## src/design/plm_pkg.sv

```systemverilog
package plm_pkg;

   // ----------------------------------------
   // Timing
   // ----------------------------------------
   localparam int CLK_PERIOD_NS = 10;
   localparam int SEC_NS = 1_000_000_000;
   localparam int SEC_CYC = SEC_NS / CLK_PERIOD_NS;
   // Least times round up: a count must pass the figure by one tick
   localparam int TEST_MIN = 15;
   localparam int TEST_TICKS = TEST_MIN * 60 + 1;
   localparam int HOLD_S = 5;
   localparam int HOLD_TICKS = HOLD_S + 1;
   localparam int HVAC_HOLD_MIN = 5;
   localparam int HVAC_HOLD_TICKS = HVAC_HOLD_MIN * 60 + 1;

   // ----------------------------------------
   // Widths and sizes
   // ----------------------------------------
   localparam int NLOADS = 6;
   localparam int NPWR = 4;
   localparam int LVL_W = 3;
   localparam int PCT_W = 7;
   localparam int GAP_W = 7;
   localparam int HVS_W = 9;
   localparam int TST_W = 10;
   localparam int HLD_W = 3;
   localparam int NPWR_STEP = 6;
   localparam int NHVAC_STEP = 5;

   // ----------------------------------------
   // Add delay tables, fastest entry first
   // ----------------------------------------
   localparam logic [PCT_W-1:0] PWR_PCT [NPWR_STEP] = '{7'h46, 7'h32, 7'h25, 7'h1E, 7'h14, 7'h05};
   localparam logic [GAP_W-1:0] PWR_SEC [NPWR_STEP] = '{7'h0F, 7'h17, 7'h22, 7'h28, 7'h30, 7'h3C};
   localparam logic [PCT_W-1:0] HVAC_PCT [NHVAC_STEP] = '{7'h46, 7'h32, 7'h25, 7'h1E, 7'h14};
   localparam logic [GAP_W-1:0] HVAC_SEC [NHVAC_STEP] = '{7'h1E, 7'h42, 7'h5B, 7'h66, 7'h78};

   // ----------------------------------------
   // Registers
   // ----------------------------------------
   localparam int ADDR_W = 4;
   localparam logic [ADDR_W-1:0] REG_CAPMAX = 4'h0;
   localparam logic [ADDR_W-1:0] REG_STATUS = 4'h4;
   localparam logic [ADDR_W-1:0] REG_AVAIL = 4'h8;
   localparam logic [PCT_W-1:0] CAP_MAX_RST = 7'h46;
   localparam int ST_RELAY_LSB = 0;
   localparam int ST_MODE_LSB = 6;
   localparam int ST_CNT_LSB = 8;
   localparam int ST_TLVL_LSB = 11;

   // ----------------------------------------
   // Modes and defaults
   // ----------------------------------------
   localparam logic [1:0] GEN_OFF = 2'h0;
   localparam logic [1:0] GEN_AUTO = 2'h1;
   localparam logic [1:0] GEN_RUN = 2'h2;
   // Priority level per load, load 0 in the low bits: A..D then HVAC A, B
   localparam logic [NLOADS*LVL_W-1:0] LOAD_LVL_DEF = 18'h358D1;

   typedef enum logic [1:0] {
      M_UTIL = 2'b00,
      M_SHED = 2'b01,
      M_EMERG = 2'b10,
      M_TEST = 2'b11
   } plm_mode_e;

endpackage : plm_pkg

```

## src/design/plm_dly_if.sv

```systemverilog
`timescale 1ns/1ps
`default_nettype none
interface plm_dly_if;
   import plm_pkg::*;
   logic [PCT_W-1:0] avail;
   logic [GAP_W-1:0] pwr_sec;
   logic pwr_ok;
   logic [GAP_W-1:0] hvac_sec;
   logic hvac_ok;
   modport lut (input avail, output pwr_sec, pwr_ok, hvac_sec, hvac_ok);
   modport mgr (output avail, input pwr_sec, pwr_ok, hvac_sec, hvac_ok);
endinterface : plm_dly_if
`default_nettype wire

```

## src/design/plm_dly_lut.sv

```systemverilog
`timescale 1ns/1ps
`default_nettype none
module plm_dly_lut import plm_pkg::*; (
   // Clock and reset
   input wire logic clk,
   input wire logic rst_b,
   // Capacity in, delays out
   plm_dly_if.lut dly
);

   logic [GAP_W-1:0] p_sec;
   logic [GAP_W-1:0] h_sec;
   logic p_ok;
   logic h_ok;

   // ----------------------------------------
   // Lookup, slowest entry checked first
   // ----------------------------------------
   // Between points the slower entry wins, so delay never falls as capacity drops
   always_comb begin
      p_sec = PWR_SEC[NPWR_STEP-1];
      p_ok = 1'b0;
      h_sec = HVAC_SEC[NHVAC_STEP-1];
      h_ok = 1'b0;
      for (int i = NPWR_STEP - 1; i >= 0; i--) begin
         if (dly.avail >= PWR_PCT[i]) begin
            p_sec = PWR_SEC[i];
            p_ok = 1'b1;
         end
      end
      for (int i = NHVAC_STEP - 1; i >= 0; i--) begin
         if (dly.avail >= HVAC_PCT[i]) begin
            h_sec = HVAC_SEC[i];
            h_ok = 1'b1;
         end
      end
   end

   always_ff @(posedge clk or negedge rst_b) begin
      if (!rst_b) begin
         dly.pwr_sec <= PWR_SEC[NPWR_STEP-1];
         dly.pwr_ok <= 1'b0;
         dly.hvac_sec <= HVAC_SEC[NHVAC_STEP-1];
         dly.hvac_ok <= 1'b0;
      end else begin
         dly.pwr_sec <= p_sec;
         dly.pwr_ok <= p_ok;
         dly.hvac_sec <= h_sec;
         dly.hvac_ok <= h_ok;
      end
   end

endmodule : plm_dly_lut
`default_nettype wire

```

## src/design/plm_top.sv

```systemverilog
// The plain strobed port and the register offsets were left to the implementer.
`timescale 1ns/1ps
`default_nettype none
module plm_top import plm_pkg::*; #(
   parameter int SEC_CYCLES = SEC_CYC,
   parameter logic [NLOADS*LVL_W-1:0] LOAD_LVL = LOAD_LVL_DEF
) (
   // Clock and reset
   input wire logic clk,
   input wire logic rst_b,
   // Register port
   input wire logic [ADDR_W-1:0] reg_addr,
   input wire logic [31:0] reg_wdata,
   input wire logic reg_wr,
   input wire logic reg_rd,
   output logic [31:0] reg_rdata,
   // Sources and switch position
   input wire logic utility_avail,
   input wire logic sw_normal,
   input wire logic gen_avail,
   input wire logic sw_emerg,
   // Generator controller
   input wire logic [1:0] gen_mode,
   input wire logic [PCT_W-1:0] load_pct,
   input wire logic shed_req,
   // Panel
   input wire logic test_btn,
   output logic led_util_avail,
   output logic led_util_conn,
   output logic led_gen_avail,
   output logic led_gen_conn,
   output logic [NLOADS-1:0] led_red,
   output logic [NLOADS-1:0] led_green,
   // Load relays, A..D then HVAC A, B
   output logic [NLOADS-1:0] relay_on
);

   localparam int PRE_W = $clog2(SEC_CYCLES + 1);

   function automatic logic [LVL_W-1:0] lvl_of(input int j);
      return LOAD_LVL[j*LVL_W +: LVL_W];
   endfunction : lvl_of

   plm_mode_e mode_reg;
   plm_mode_e mode_next;
   logic [LVL_W-1:0] add_cnt_reg;
   logic [LVL_W-1:0] test_lvl_reg;
   logic [PRE_W-1:0] pre_reg;
   logic [GAP_W-1:0] gap_reg;
   logic [HVS_W-1:0] hvac_s_reg;
   logic [TST_W-1:0] test_s_reg;
   logic [HLD_W-1:0] hold_reg;
   logic [PCT_W-1:0] cap_max_reg;
   logic [PCT_W-1:0] avail_reg;
   logic [NLOADS-1:0] relay_reg;
   logic [NLOADS-1:0] relay_next;
   logic [NLOADS-1:0] test_sel;
   logic [NLOADS-1:0] red_reg;
   logic [NLOADS-1:0] green_reg;
   logic [3:0] src_reg;
   logic [31:0] rdata_reg;
   logic [31:0] rd_word;
   logic sec_tick;
   logic blink_reg;
   logic btn_d_reg;
   logic btn_rise;
   logic nxt_hvac;
   logic add_go;
   logic shed_go;
   logic test_enter;
   logic test_exit;

   plm_dly_if dly ();

   plm_dly_lut u_lut (
      .clk(clk),
      .rst_b(rst_b),
      .dly(dly.lut)
   );

   // ----------------------------------------
   // Second tick and panel button
   // ----------------------------------------
   // A free-running tick: second counts are good to one tick, hence the +1 figures
   assign sec_tick = (pre_reg == PRE_W'(SEC_CYCLES - 1));
   assign btn_rise = test_btn & ~btn_d_reg;

   always_ff @(posedge clk or negedge rst_b) begin
      if (!rst_b) begin
         pre_reg <= '0;
      end else if (sec_tick) begin
         pre_reg <= '0;
      end else begin
         pre_reg <= pre_reg + PRE_W'(1);
      end
   end

   always_ff @(posedge clk or negedge rst_b) begin
      if (!rst_b) begin
         blink_reg <= 1'b0;
         btn_d_reg <= 1'b0;
      end else begin
         btn_d_reg <= test_btn;
         if (sec_tick) begin
            blink_reg <= ~blink_reg;
         end
      end
   end

   // ----------------------------------------
   // Capacity
   // ----------------------------------------
   assign dly.avail = avail_reg;

   always_ff @(posedge clk or negedge rst_b) begin
      if (!rst_b) begin
         avail_reg <= '0;
      end else if (cap_max_reg > load_pct) begin
         avail_reg <= cap_max_reg - load_pct;
      end else begin
         avail_reg <= '0;
      end
   end

   // ----------------------------------------
   // Add and shed decisions
   // ----------------------------------------
   always_comb begin
      nxt_hvac = 1'b0;
      for (int j = NPWR; j < NLOADS; j++) begin
         if (lvl_of(j) == add_cnt_reg + LVL_W'(1)) begin
            nxt_hvac = 1'b1;
         end
      end
   end

   // Gap counts from the last add or shed; an HVAC gap starts only once the hold-off is over
   assign add_go = (mode_reg == M_EMERG) && (add_cnt_reg < LVL_W'(NLOADS)) &&
                   (nxt_hvac ? (dly.hvac_ok && (gap_reg > dly.hvac_sec) &&
                                (hvac_s_reg >= HVS_W'(HVAC_HOLD_TICKS))) :
                               (dly.pwr_ok && (gap_reg > dly.pwr_sec)));
   assign shed_go = (mode_reg == M_EMERG) && shed_req && (add_cnt_reg != '0);
   // Test is only offered with the generator in manual run and the switch on utility
   assign test_enter = (mode_reg == M_UTIL) && btn_rise && (gen_mode == GEN_RUN) &&
                       !sw_emerg && utility_avail;
   assign test_exit = (mode_reg == M_TEST) &&
                      ((test_s_reg >= TST_W'(TEST_TICKS)) ||
                       (hold_reg >= HLD_W'(HOLD_TICKS)) ||
                       (gen_mode == GEN_OFF) || (gen_mode == GEN_AUTO) ||
                       !utility_avail || sw_emerg);

   // ----------------------------------------
   // Operating mode
   // ----------------------------------------
   always_comb begin
      mode_next = mode_reg;
      case (mode_reg)
         M_UTIL: begin
            if (sw_emerg || !utility_avail) begin
               mode_next = M_SHED;
            end else if (test_enter) begin
               mode_next = M_TEST;
            end
         end
         M_SHED: begin
            if (sw_emerg) begin
               mode_next = M_EMERG;
            end else if (utility_avail && sw_normal) begin
               mode_next = M_UTIL;
            end
         end
         M_EMERG: begin
            if (sw_normal) begin
               mode_next = M_UTIL;
            end
         end
         M_TEST: begin
            if (test_exit) begin
               mode_next = M_UTIL;
            end
         end
         default: mode_next = M_UTIL;
      endcase
   end

   always_ff @(posedge clk or negedge rst_b) begin
      if (!rst_b) begin
         mode_reg <= M_UTIL;
      end else begin
         mode_reg <= mode_next;
      end
   end

   // Levels 1..add_cnt are connected; adds climb, sheds drop the highest level first
   always_ff @(posedge clk or negedge rst_b) begin
      if (!rst_b) begin
         add_cnt_reg <= LVL_W'(NLOADS);
      end else begin
         case (mode_next)
            M_SHED: add_cnt_reg <= '0;
            M_EMERG: begin
               // A shed request beats a pending add: relief comes before more load
               if (shed_go) begin
                  add_cnt_reg <= add_cnt_reg - LVL_W'(1);
               end else if (add_go) begin
                  add_cnt_reg <= add_cnt_reg + LVL_W'(1);
               end
            end
            default: add_cnt_reg <= LVL_W'(NLOADS);
         endcase
      end
   end

   // ----------------------------------------
   // Timers
   // ----------------------------------------
   always_ff @(posedge clk or negedge rst_b) begin
      if (!rst_b) begin
         gap_reg <= '0;
      end else if ((mode_reg != M_EMERG) || add_go || shed_go) begin
         gap_reg <= '0;
      end else if (nxt_hvac && (hvac_s_reg < HVS_W'(HVAC_HOLD_TICKS))) begin
         gap_reg <= '0;
      end else if (sec_tick && (gap_reg != '1)) begin
         gap_reg <= gap_reg + GAP_W'(1);
      end
   end

   // Runs from the moment power load A is on; any full shed restarts it
   always_ff @(posedge clk or negedge rst_b) begin
      if (!rst_b) begin
         hvac_s_reg <= HVS_W'(HVAC_HOLD_TICKS);
      end else if (!relay_reg[0]) begin
         hvac_s_reg <= '0;
      end else if (sec_tick && (hvac_s_reg < HVS_W'(HVAC_HOLD_TICKS))) begin
         hvac_s_reg <= hvac_s_reg + HVS_W'(1);
      end
   end

   always_ff @(posedge clk or negedge rst_b) begin
      if (!rst_b) begin
         test_s_reg <= '0;
      end else if (mode_reg != M_TEST) begin
         test_s_reg <= '0;
      end else if (sec_tick) begin
         test_s_reg <= test_s_reg + TST_W'(1);
      end
   end

   always_ff @(posedge clk or negedge rst_b) begin
      if (!rst_b) begin
         hold_reg <= '0;
      end else if (!test_btn) begin
         hold_reg <= '0;
      end else if (sec_tick && (hold_reg < HLD_W'(HOLD_TICKS))) begin
         hold_reg <= hold_reg + HLD_W'(1);
      end
   end

   // ----------------------------------------
   // Test relay selection
   // ----------------------------------------
   always_ff @(posedge clk or negedge rst_b) begin
      if (!rst_b) begin
         test_lvl_reg <= '0;
      end else if (test_enter) begin
         test_lvl_reg <= LVL_W'(1);
      end else if ((mode_reg == M_TEST) && !test_exit && btn_rise) begin
         if (test_lvl_reg == LVL_W'(NLOADS)) begin
            test_lvl_reg <= LVL_W'(1);
         end else begin
            test_lvl_reg <= test_lvl_reg + LVL_W'(1);
         end
      end else if (mode_next != M_TEST) begin
         test_lvl_reg <= '0;
      end
   end

   // ----------------------------------------
   // Relays and LEDs
   // ----------------------------------------
   always_comb begin
      for (int j = 0; j < NLOADS; j++) begin
         test_sel[j] = (mode_reg == M_TEST) && (test_lvl_reg == lvl_of(j));
         relay_next[j] = (lvl_of(j) != '0) && (lvl_of(j) <= add_cnt_reg) && !test_sel[j];
      end
   end

   always_ff @(posedge clk or negedge rst_b) begin
      if (!rst_b) begin
         relay_reg <= '0;
         red_reg <= '1;
         green_reg <= '0;
      end else begin
         relay_reg <= relay_next;
         green_reg <= relay_next;
         for (int j = 0; j < NLOADS; j++) begin
            red_reg[j] <= test_sel[j] ? blink_reg : !relay_next[j];
         end
      end
   end

   always_ff @(posedge clk or negedge rst_b) begin
      if (!rst_b) begin
         src_reg <= '0;
      end else begin
         src_reg[0] <= utility_avail;
         src_reg[1] <= sw_normal;
         src_reg[2] <= gen_avail;
         src_reg[3] <= sw_emerg;
      end
   end

   assign led_util_avail = src_reg[0];
   assign led_util_conn = src_reg[1];
   assign led_gen_avail = src_reg[2];
   assign led_gen_conn = src_reg[3];
   assign led_red = red_reg;
   assign led_green = green_reg;
   assign relay_on = relay_reg;

   // ----------------------------------------
   // Register port
   // ----------------------------------------
   always_ff @(posedge clk or negedge rst_b) begin
      if (!rst_b) begin
         cap_max_reg <= CAP_MAX_RST;
      end else if (reg_wr && (reg_addr == REG_CAPMAX)) begin
         cap_max_reg <= reg_wdata[PCT_W-1:0];
      end
   end

   always_comb begin
      rd_word = '0;
      case (reg_addr)
         REG_CAPMAX: rd_word[PCT_W-1:0] = cap_max_reg;
         REG_STATUS: begin
            rd_word[ST_RELAY_LSB +: NLOADS] = relay_reg;
            rd_word[ST_MODE_LSB +: 2] = mode_reg;
            rd_word[ST_CNT_LSB +: LVL_W] = add_cnt_reg;
            rd_word[ST_TLVL_LSB +: LVL_W] = test_lvl_reg;
         end
         REG_AVAIL: rd_word[PCT_W-1:0] = avail_reg;
         default: rd_word = '0;
      endcase
   end

   // Data stand only in the cycle after the read strobe
   always_ff @(posedge clk or negedge rst_b) begin
      if (!rst_b) begin
         rdata_reg <= '0;
      end else if (reg_rd) begin
         rdata_reg <= rd_word;
      end else begin
         rdata_reg <= '0;
      end
   end

   assign reg_rdata = rdata_reg;
endmodule : plm_top
`default_nettype wire

```

## config.mk

```make
export PLATFORM = sky130hd
export DESIGN_NAME = plm_top
export DESIGN_NICKNAME = d
export VERILOG_FILES = /design/src/design/plm_pkg.sv /design/src/design/plm_dly_if.sv /design/src/design/plm_dly_lut.sv /design/src/design/plm_top.sv
export SDC_FILE = /design/constraint.sdc
export NUM_CORES = 1
export LEC_CHECK = 0
export ABC_AREA = 0
export BUFFER_PORTS_ARGS = -buffer_cell sky130_fd_sc_hd__buf_2
export CAP_MARGIN = 20
export CORE_UTILIZATION = 45
export DETAILED_ROUTE_END_ITERATION = 8
export PLACE_DENSITY_LB_ADDON = 0.08
export SLEW_MARGIN = 20
export SYNTH_ARGS = -nofsm -noshare
export SYNTH_HDL_FRONTEND = slang
export SYNTH_SLANG_ARGS = --single-unit
```

## constraint.sdc

```tcl
create_clock -name clk -period 6.5 [get_ports clk]
set_input_delay 1.3 -clock clk [delete_from_list [all_inputs] [get_ports clk]]
set_output_delay 1.3 -clock clk [all_outputs]
set_load 0.02 [all_outputs]
```

Word-level counts from Yosys, hierarchy flattened
Cells that the tools add are included.
Word-level totals
  word-level logic and storage cells: 197
  register bits after elaboration: 143
  input bits: 55
Operators by class
  bitwise gates (word level): 3
  $add $sub $neg: 9
  equal/unequal tests: 25
  magnitude comparators: 21
  multiplexer cells: 57
  reduce and logical (&&, ||, !) cells: 62
Operator list (count)
  $mux W7: 6
  $logic_and A1 B1 Y1: 32
  $add A27 B1 Y27 const B: 1
  $eq A27 B27 Y1 const B: 1
  $mux W27: 1
  $mux W3: 8
  $mux W6: 4
  $pmux W7 S3: 1
  $mux W1: 20
  $mux W10: 2
  $mux W9: 2
  $logic_not A1 Y1: 15
  $mux W5: 3
  $ge A7 B5 Y1 const B: 2
  $ge A7 B6 Y1 const B: 2
  $gt A7 B7 Y1: 2
  $mux W14: 1
  $mux W2: 6
  $add A10 B1 Y10 const B: 1
  $ge A10 B10 Y1 const B: 1
  $add A3 B1 Y3 const B: 3
  $add A9 B1 Y9 const B: 1
  $eq A3 B3 Y1 const B: 3
  $ge A9 B9 Y1 const B: 1
  other kinds (33): 58

Logic depth before layout (Yosys ltp)
Gate-level depths: netlist of run 1.
  word-level depth: 13
  depth in mapped cells: 12
  depth with buffers taken out: 11

Cells and area by module
From an unflattened synthesis of run 1, not the netlist that was laid out.
Second synthesis, totals
  cells, all modules: 658
  area total of the unflattened synthesis: 6656.4 sq um
By module, submodules not included
  plm_top: cells each 616, area an instance 6105.9 sq um, instances 1, sequential area each 2772.7 sq um
  plm_dly_lut: cells each 42, area an instance 550.5 sq um, instances 1, sequential area each 359.1 sq um

Worst setup path before layout of run 1
No wires, ideal clock.
  kind: input port to flip-flop
  start point: in load_pct[1]
  end point: reg avail_reg[3]
  path buffers: 0
  data arrival time: 2.829 ns
  slack: 3.523 ns
  cell stages on the path: 8
  library setup time: 0.148 ns
  cell sequence: inv_1 ha_1 nor2b_1 o21a_1 o21ai_0 a21oi_1 o31ai_1 nor3b_1
On the way
  word-level cells in the longest chain between the ends: 2
Ends and longest elaborated chain
  from (decl): line plm_top.sv:24  | input wire logic [PCT_W-1:0] load_pct,
  $sub A7 B7 Y7 or $gt A7 B7 Y1 (tied branches): line plm_top.sv:119, plm_top.sv:118
  $mux W7 *: line plm_top.sv:118  | end else if (cap_max_reg > load_pct) begin
  to (signal assigned): line plm_top.sv:119  | avail_reg <= cap_max_reg - load_pct;
  to (decl): line plm_top.sv:54  | logic [PCT_W-1:0] avail_reg;
Mark *: on every way between the ends. The rest lies on a longest branch, timed or not.
A chain may end at the register's enable or synchronous reset.

Final worst setup path of run 1
  start point: reg pre_reg[9]
  end point: reg test_s_reg[9]
On the way
  word-level cells in the longest chain between the ends: 2
Ends and longest elaborated chain
  from (decl): line plm_top.sv:48  | logic [PRE_W-1:0] pre_reg;
  from (signal assigned): line plm_top.sv:94  | pre_reg <= pre_reg + PRE_W'(1);
  $eq A27 B27 Y1: line plm_top.sv:85  | assign sec_tick = (pre_reg == PRE_W'(SEC_CYCLES - 1));
  $reduce_bool A2 Y1 (no source line)
  to (signal assigned): line plm_top.sv:246  | test_s_reg <= test_s_reg + TST_W'(1);
  to (decl): line plm_top.sv:51  | logic [TST_W-1:0] test_s_reg;
No other way between the ends.

==> results.tsv, run 1 <==
metric	value	unit
antenna_found_initial	0	
ir_worst_vdd	0.2035	mV
firstDrtPassIters	6	
ctsHoldBuffers	0	
synth-seq-area-share	48.39	%
grt_pass1_vias	4626	
gp_congestion	0.8191	
end_kind	flop	
path_delay_family	simple AND/OR/NAND/NOR gates	
yosysUniqueCellTypes	60	
crit_type	reg -> reg	
grt_pass1_wl	22710	microns
final_cells	901	
async_flop_share	100.0	%
layout_min_cycle_time	3.167	ns
power_leakage	3.595	nW
finalSetupViolCount	0	
crit_top_cell	or4_1	
ys_warn_count	0	
hpwlAfterDp	10060	microns
worstMarginPinSlew	0.8619	ns
numCtsBuffers	17	
dieArea	14870	sq um
finalClockSkew	0.006190	ns
arrival	3.53	ns
dp_cells	869	
synth_area	6472	sq um
min_path_cells	1	
drtAntennaViolNets	0	
post-cts-setup-buffer-count	0	
total_power	2.593	mW
final_cell_area	7520	sq um
ioPinCount	109	
antenna_cells	0	
max_slew_margin	42.54	%
finalNetCount	801	
drt_iter0_markers	304	
cp-start-kind	flop	
clkTransAtPathRegs	0.06	ns
synthCells	642	
h-tree-depth	4	
cts_resized	0	
reg2reg_slack	3.33	ns
cp_num_buf_inv	0	
reg2regPathDepth	6	
final_max_slew_viol_count	0	
die_h	121.9	microns
drt-total-wl	13870	microns
critPathMaxFanout	19	
min_from	pre_reg[4]	
hold_ws	0.4762	ns
synth_edf_count	0	
dpl_cell_area	6873	sq um
largest_reg_flops	27	
crit_required	6.86	ns
wl_per_cell	15.39	microns
cts.sinks	124	
reg2reg_from	pre_reg[9]	
final_cell_mix	dfrtp_1, nor2_1, buf_2	
grt-ovfl-total	0	
max_stage_delay	0.74	ns
port_buffers	65	
fin_setup_tns	0	ns
grt_max_degree	70	
slowest_stage	nor3_4	
drive_above_1_share	19.00	%
cts-root-buf	clkbuf_16	
drc	0	
hold_path_class	reg -> reg	
power.density	344.9	nW/um^2
core_area	13930	sq um
area_delta_synth_final	16.18	%
syn_area_per_cell	10.08	sq um
fmax	0.3158	GHz
ys_seq_elements	124	
initial_core_util	46.45	%
rr_endpoint	test_s_reg[9]	
ys.flop_type	dfrtp_1	
final_common_cell	dfrtp_1	
grt_use_total	20.27	%
rows	43	
fin_crit_sh	48.72	%
die_w	121.9	microns
max-clock-path-buffers	2	
hold_violations	0	
clock_latency	0.42	ns
cts_tree	done	
routed_via_density	5.335	
min_to	pre_reg[4]	
rsz0062_at_grt	no	
vias	4807	
status	finished, final reports clean	
crit_chain	or4b_1 -> or4_1 -> nor3_4 -> nand4_2 -> or4_1 -> nand2_1	
drv_cap	0	
==> how the worst max path moves through the flow <==
stage,startpoint,to,depth (start not counted)
2_1_floorplan,load_pct[1],avail_reg[3],8
3_3_place_gp,load_pct[1],avail_reg[3],9
3_5_place_dp,load_pct[1],avail_reg[3],9
4_1_cts,pre_reg[9],test_s_reg[9],6
5_1_grt,pre_reg[9],test_s_reg[9],6
6_report,pre_reg[9],test_s_reg[9],6
==> metal layers <==
layer | global-route usage, % | part of all wire, % | up-vias
met1 | 26.62 | 46 | 2348
met4 | 10.57 | 2.7 | 0
met3 | 5.243 | 4.0 | 24
met5 | 0 | 0 | -
met2 | 30.69 | 47 | 117
li1 | - | - | 2318
==> cell usage after synthesis, types with 3 or more instances <==
cell      instances  area share (%)
a21o_1            3            0.35
a21oi_1          35             2.7
a31oi_1           5            0.48
and2_1           18             1.7
and3_1           12             1.2
and4_1            3            0.41
buf_4            25             2.9
clkbuf_1         10            0.58
dfrtp_1         101              39
dfstp_2          23             9.3
ha_1             37             7.2
inv_1            42             2.4
mux2_2            7             1.2
mux2i_1          11             1.7
nand2_1          46             2.7
nand2b_1          6            0.58
nand3_1          19             1.5
nand3b_1          4            0.46
nand4_1          20             1.9
nor2_1           67             3.9
nor2b_1           6            0.58
nor3_1           11            0.85
nor3b_1           4            0.46
nor4_1            3            0.29
nor4b_1           3            0.41
o211ai_1          5            0.58
o21a_1            3            0.35
o21ai_0          22             1.7
o31ai_1           6            0.70
or4_1             3            0.35
xnor2_1          23             3.1
xor2_1           21             2.8
==> worst reg2reg max path, delay by kind of cell (launching register included) <==
| family | cells | cell delay [ns] |
|---|---|---|
| flops | 1 | 0.42 |
| simple gates | 6 | 2.69 |
==> cell families (layout without fill, tap and decap cells) <==
group	after synthesis	count (layout)	share of synthesized area, %
buffers and inverters	80	142	6.128
xor gates and xnor gates	44	44	5.954
DFF	124	124	48.39
adders and majority gates	38	38	7.462
muxes	18	18	2.919
and+or+nand+nor	239	239	19.47
AOI/OAI and AO/OA	98	98	9.627
other	1	18	0.05794
==> report_power, final <==
part,switching (mW),internal [mW],total [mW]
Combinational,0.340,0.198,0.538
Clock,0.357,0.679,1.04
Sequential,0.111,0.909,1.02
Total,0.808,1.79,2.59
==> stage by stage <==
| stage | util [%] | setup WS (ns) |
|---|---|---|
| floorplan | - | 3.523 |
| detailed placement | 49.32 | 3.077 |
| global placement | 49.32 | 3.106 |
| finish | 53.96 | 3.333 |
| global route | 53.96 | 3.176 |
| CTS | 53.96 | 3.331 |
==> layout make-up <==
type | count | area, sq um
timing repair buffer | 68 | 350.3
fill | 1247 | 6415
clock buffer | 17 | 425.4
inverter | 42 | 157.7
tap | 180 | 225.2
sequential | 124 | 3132
clock inverter | 15 | 221.5
multi-input combinational | 455 | 3008
Note: power is estimated with default switching activity, not from simulation.
==> run 2, diff against run 1 <==
--- a/config.mk
+++ b/config.mk
@@ -5,7 +5,7 @@
 export SDC_FILE = /design/constraint.sdc
 export NUM_CORES = 1
 export LEC_CHECK = 0
-export ABC_AREA = 0
+export ABC_AREA = 1
 export BUFFER_PORTS_ARGS = -buffer_cell sky130_fd_sc_hd__buf_2
 export CAP_MARGIN = 20
 export CORE_UTILIZATION = 45
==> constraint.sdc (replaced) <==
create_clock -name clk -period 3 [get_ports clk]
set_input_delay 0.6 -clock clk [delete_from_list [all_inputs] [get_ports clk]]
set_output_delay 0.6 -clock clk [all_outputs]
set_load 0.02 [all_outputs]
==> run 2 against run 1 <==
Against the previous run: clock skew rose by 0.0022 ns; cell count rose by 24%; register-to-register slack got worse by 2.8 ns; final area rose by 6.9%; count of clock-buffer cells in the layout rose by 4; core utilization fell by 1.1 points; synthesized cell count rose by 32%; total power rose by 120%; global-route usage rose by 0.065 points; sequential share of layout area fell by 2.7 points; clock power rose by 100%; critical endpoint is now add_cnt_reg[1].
==> results.tsv, run 2 <==
metric	value	unit	change
netlist.area_leader.share	36.19	%	-2.9 points
cts-root-buf	clkbuf_16		
ir_worst_vdd	0.4199	mV	+110%
ys_warn_count	0		unchanged
grt_max_degree	46		-34%
grt-ovfl-total	0		unchanged
area_delta_synth_final	15.08	%	
core_area	15200	sq um	+9.1%
vias	5592		+16%
muxShareOfSynthArea	0.9674	%	-2.0 points
hpwlAfterDp	11160	microns	+11%
drt_iter0_markers	324		+6.6%
clkTransAtPathRegs	0.05	ns	about the same
clock_latency	0.42	ns	about the same
ff_latch_area	3132	sq um	unchanged
h-tree-depth	4		unchanged
grt_pass1_wl	25700	microns	+13%
dp_cells	1087		+25%
hold_violations	0		unchanged
die_w	126.6	microns	+3.8%
cp-start-kind	flop		
final_common_cell	nand2_1		
yosysUniqueCellTypes	44		-27%
max-clock-path-buffers	2		unchanged
hold_ws	0.1697	ns	-0.3065 ns
synth-compound-area-share	5.984	%	-3.6 points
status	finished, final reports clean		
sequentialPowerShare	39.4	%	about the same
die_h	126.6	microns	+3.8%
fin_crit_sh	83.03	%	+34 points
synthCells	847		+32%
grt_use_total	20.33	%	+0.065 points
synth_common_cells	nand2_1, inv_1, dfrtp_1		
synth_xor_xnor_area_share	5.267	%	-0.69 points
drt-total-wl	14870	microns	+7.2%
synth_top_family_by_area	simple AND/OR/NAND/NOR gates		
ys.flop_type	dfrtp_1		
synth-adder-area-share	6.915	%	-0.55 points
max_slew_margin	43.65	%	+1.1 points
numCtsBuffers	17		unchanged
cts_tree	done		
layout_min_cycle_time	2.491	ns	-0.6758 ns
ys_seq_elements	124		unchanged
critPathMaxFanout	8		-11
synth-seq-area-share	44.84	%	-3.5 points
finalSetupViolCount	0		unchanged
arrival	2.85	ns	-0.68 ns
drtAntennaViolNets	0		unchanged
routed_via_density	4.997		-6.3%
final_core_util	52.87	%	-1.1 points
switchingPower	1.810	mW	+120%
final_cell_mix	nand2_1, inv_1, dfrtp_1		
post-cts-setup-buffer-count	0		unchanged
firstDrtPassIters	5		-1
synth_area	6984	sq um	+7.9%
drive_above_1_share	15.25	%	-3.7 points
dieArea	16020	sq um	+7.8%
finalClockSkew	0.008392	ns	+0.002203 ns
dp_worst_setup_slack	0.4458	ns	-2.631 ns
fin_setup_tns	0	ns	unchanged
gp_congestion	0.8717		+6.4%
syn_area_per_cell	8.246	sq um	-18%
ctsHoldBuffers	0		unchanged
fin_ws	0.5091	ns	-2.824 ns
drc	0		unchanged
hold_path_class	in -> async		
rsz0062_at_grt	no		
wl_per_cell	13.29	microns	-14%
synth_area_leaders	dfrtp_1, nand2_1, dfstp_2		
synthSimpleGateAreaFrac	25.67	%	+6.2 points
power.density	697.0	nW/um^2	+100%
async_flop_share	100.0	%	unchanged
port_buffers	65		unchanged
finalNetCount	1011		+26%
power_frac_clock	37.2	%	-2.8 points
multi_input_area	3197	sq um	+6.3%
drv_cap	0		unchanged
cts.sinks	124		unchanged
fillers	1449		+16%
initial_core_util	45.94	%	-0.51 points
crit_type	reg -> reg		
final_cell_area	8038	sq um	+6.9%
total_power	5.602	mW	+120%
synthMostInstantiatedCell	nand2_1		
antenna_found_initial	0		unchanged
fmax	0.4015	GHz	+27%
grt_pass1_vias	5506		+19%
largest_reg_flops	27		unchanged
p_sw_share	32.30	%	+1.2 points
synth_edf_count	0		unchanged
final_cells	1119		+24%
p_int	3.792	mW	+110%
final_max_slew_viol_count	0		unchanged
yosysTopAreaCell	dfrtp_1		
crit_required	3.36	ns	-3.50 ns
cts_resized	0		unchanged
antenna_cells	0		unchanged
power_leakage	4.156	nW	+16%
dpl_cell_area	7435	sq um	+8.2%
end_kind	flop		
ioPinCount	109		unchanged
worstMarginPinSlew	0.8389	ns	-0.02302 ns
rows	45		+4.7%
reg2regPathDepth	10		+4
pwr-share-comb	23.4	%	+2.7 points
[run 2: kinds of logic (layout without fill, tap and decap cells)]
family                     Yosys count  in the layout
AOI/OAI and AO/OA                   75             75
xor gates and xnor gates            42             42
adders and majority gates           38             38
buffers and inverters              163            230
DFF                                124            124
muxes                                6              6
other                                1             18
and+or+nand+nor                    398            398
[run 2: metal layers]
layer | global-route usage [%] | part of all wire [%] | up-vias
met5 | 0 | 0 | -
met1 | 26.29 | 48 | 2606
met4 | 7.442 | 1.4 | 0
met3 | 4.639 | 3.9 | 20
met2 | 33.41 | 47 | 132
li1 | - | - | 2834
[run 2: power groups by stage]
stage               Clock [mW]  Sequential, mW  Combinational [mW]
CTS                       2.12            2.21                1.32
floorplan                    0            2.25               0.921
global route              2.21            2.24                1.50
finish                    2.08            2.21                1.31
detailed placement           0            2.23                1.32
global placement             0            2.23                1.31
[run 2: worst max-delay path: stages (launching register included)]
cell and delay, ns:
dfrtp_1 0.46, nand2_1 0.25, nor4b_1 0.47, nand2_1 0.13
a22oi_1 0.22, inv_1 0.07, ha_1 0.29, or2_2 0.33
o21ai_0 0.09, nand2_1 0.07, nand2_1 0.05
[run 2: worst paths after layout]
kind                                    start               endpoint  slack (ns)
worst max-delay path              mode_reg[0]         add_cnt_reg[1]        0.51
worst min-delay path                    rst_b            pre_reg[17]        0.17
worst max register to register    mode_reg[0]         add_cnt_reg[1]        0.51
worst min register to register  hvac_s_reg[8]          hvac_s_reg[8]        0.53
max in group asynchronous               rst_b  u_lut.dly.hvac_sec[4]        2.15
min in group clk                    gen_avail             src_reg[2]        0.29
[run 2: layout make-up]
| cell class | instances | area share [%] |
|---|---|---|
| Multi-Input combinational cell | 577 | 39.77 |
| Sequential cell | 124 | 38.96 |
| Inverter | 128 | 5.978 |
| Clock buffer | 21 | 5.729 |
| Timing Repair Buffer | 70 | 4.857 |
| Tap cell | 188 | 2.927 |
| Clock inverter | 11 | 1.775 |
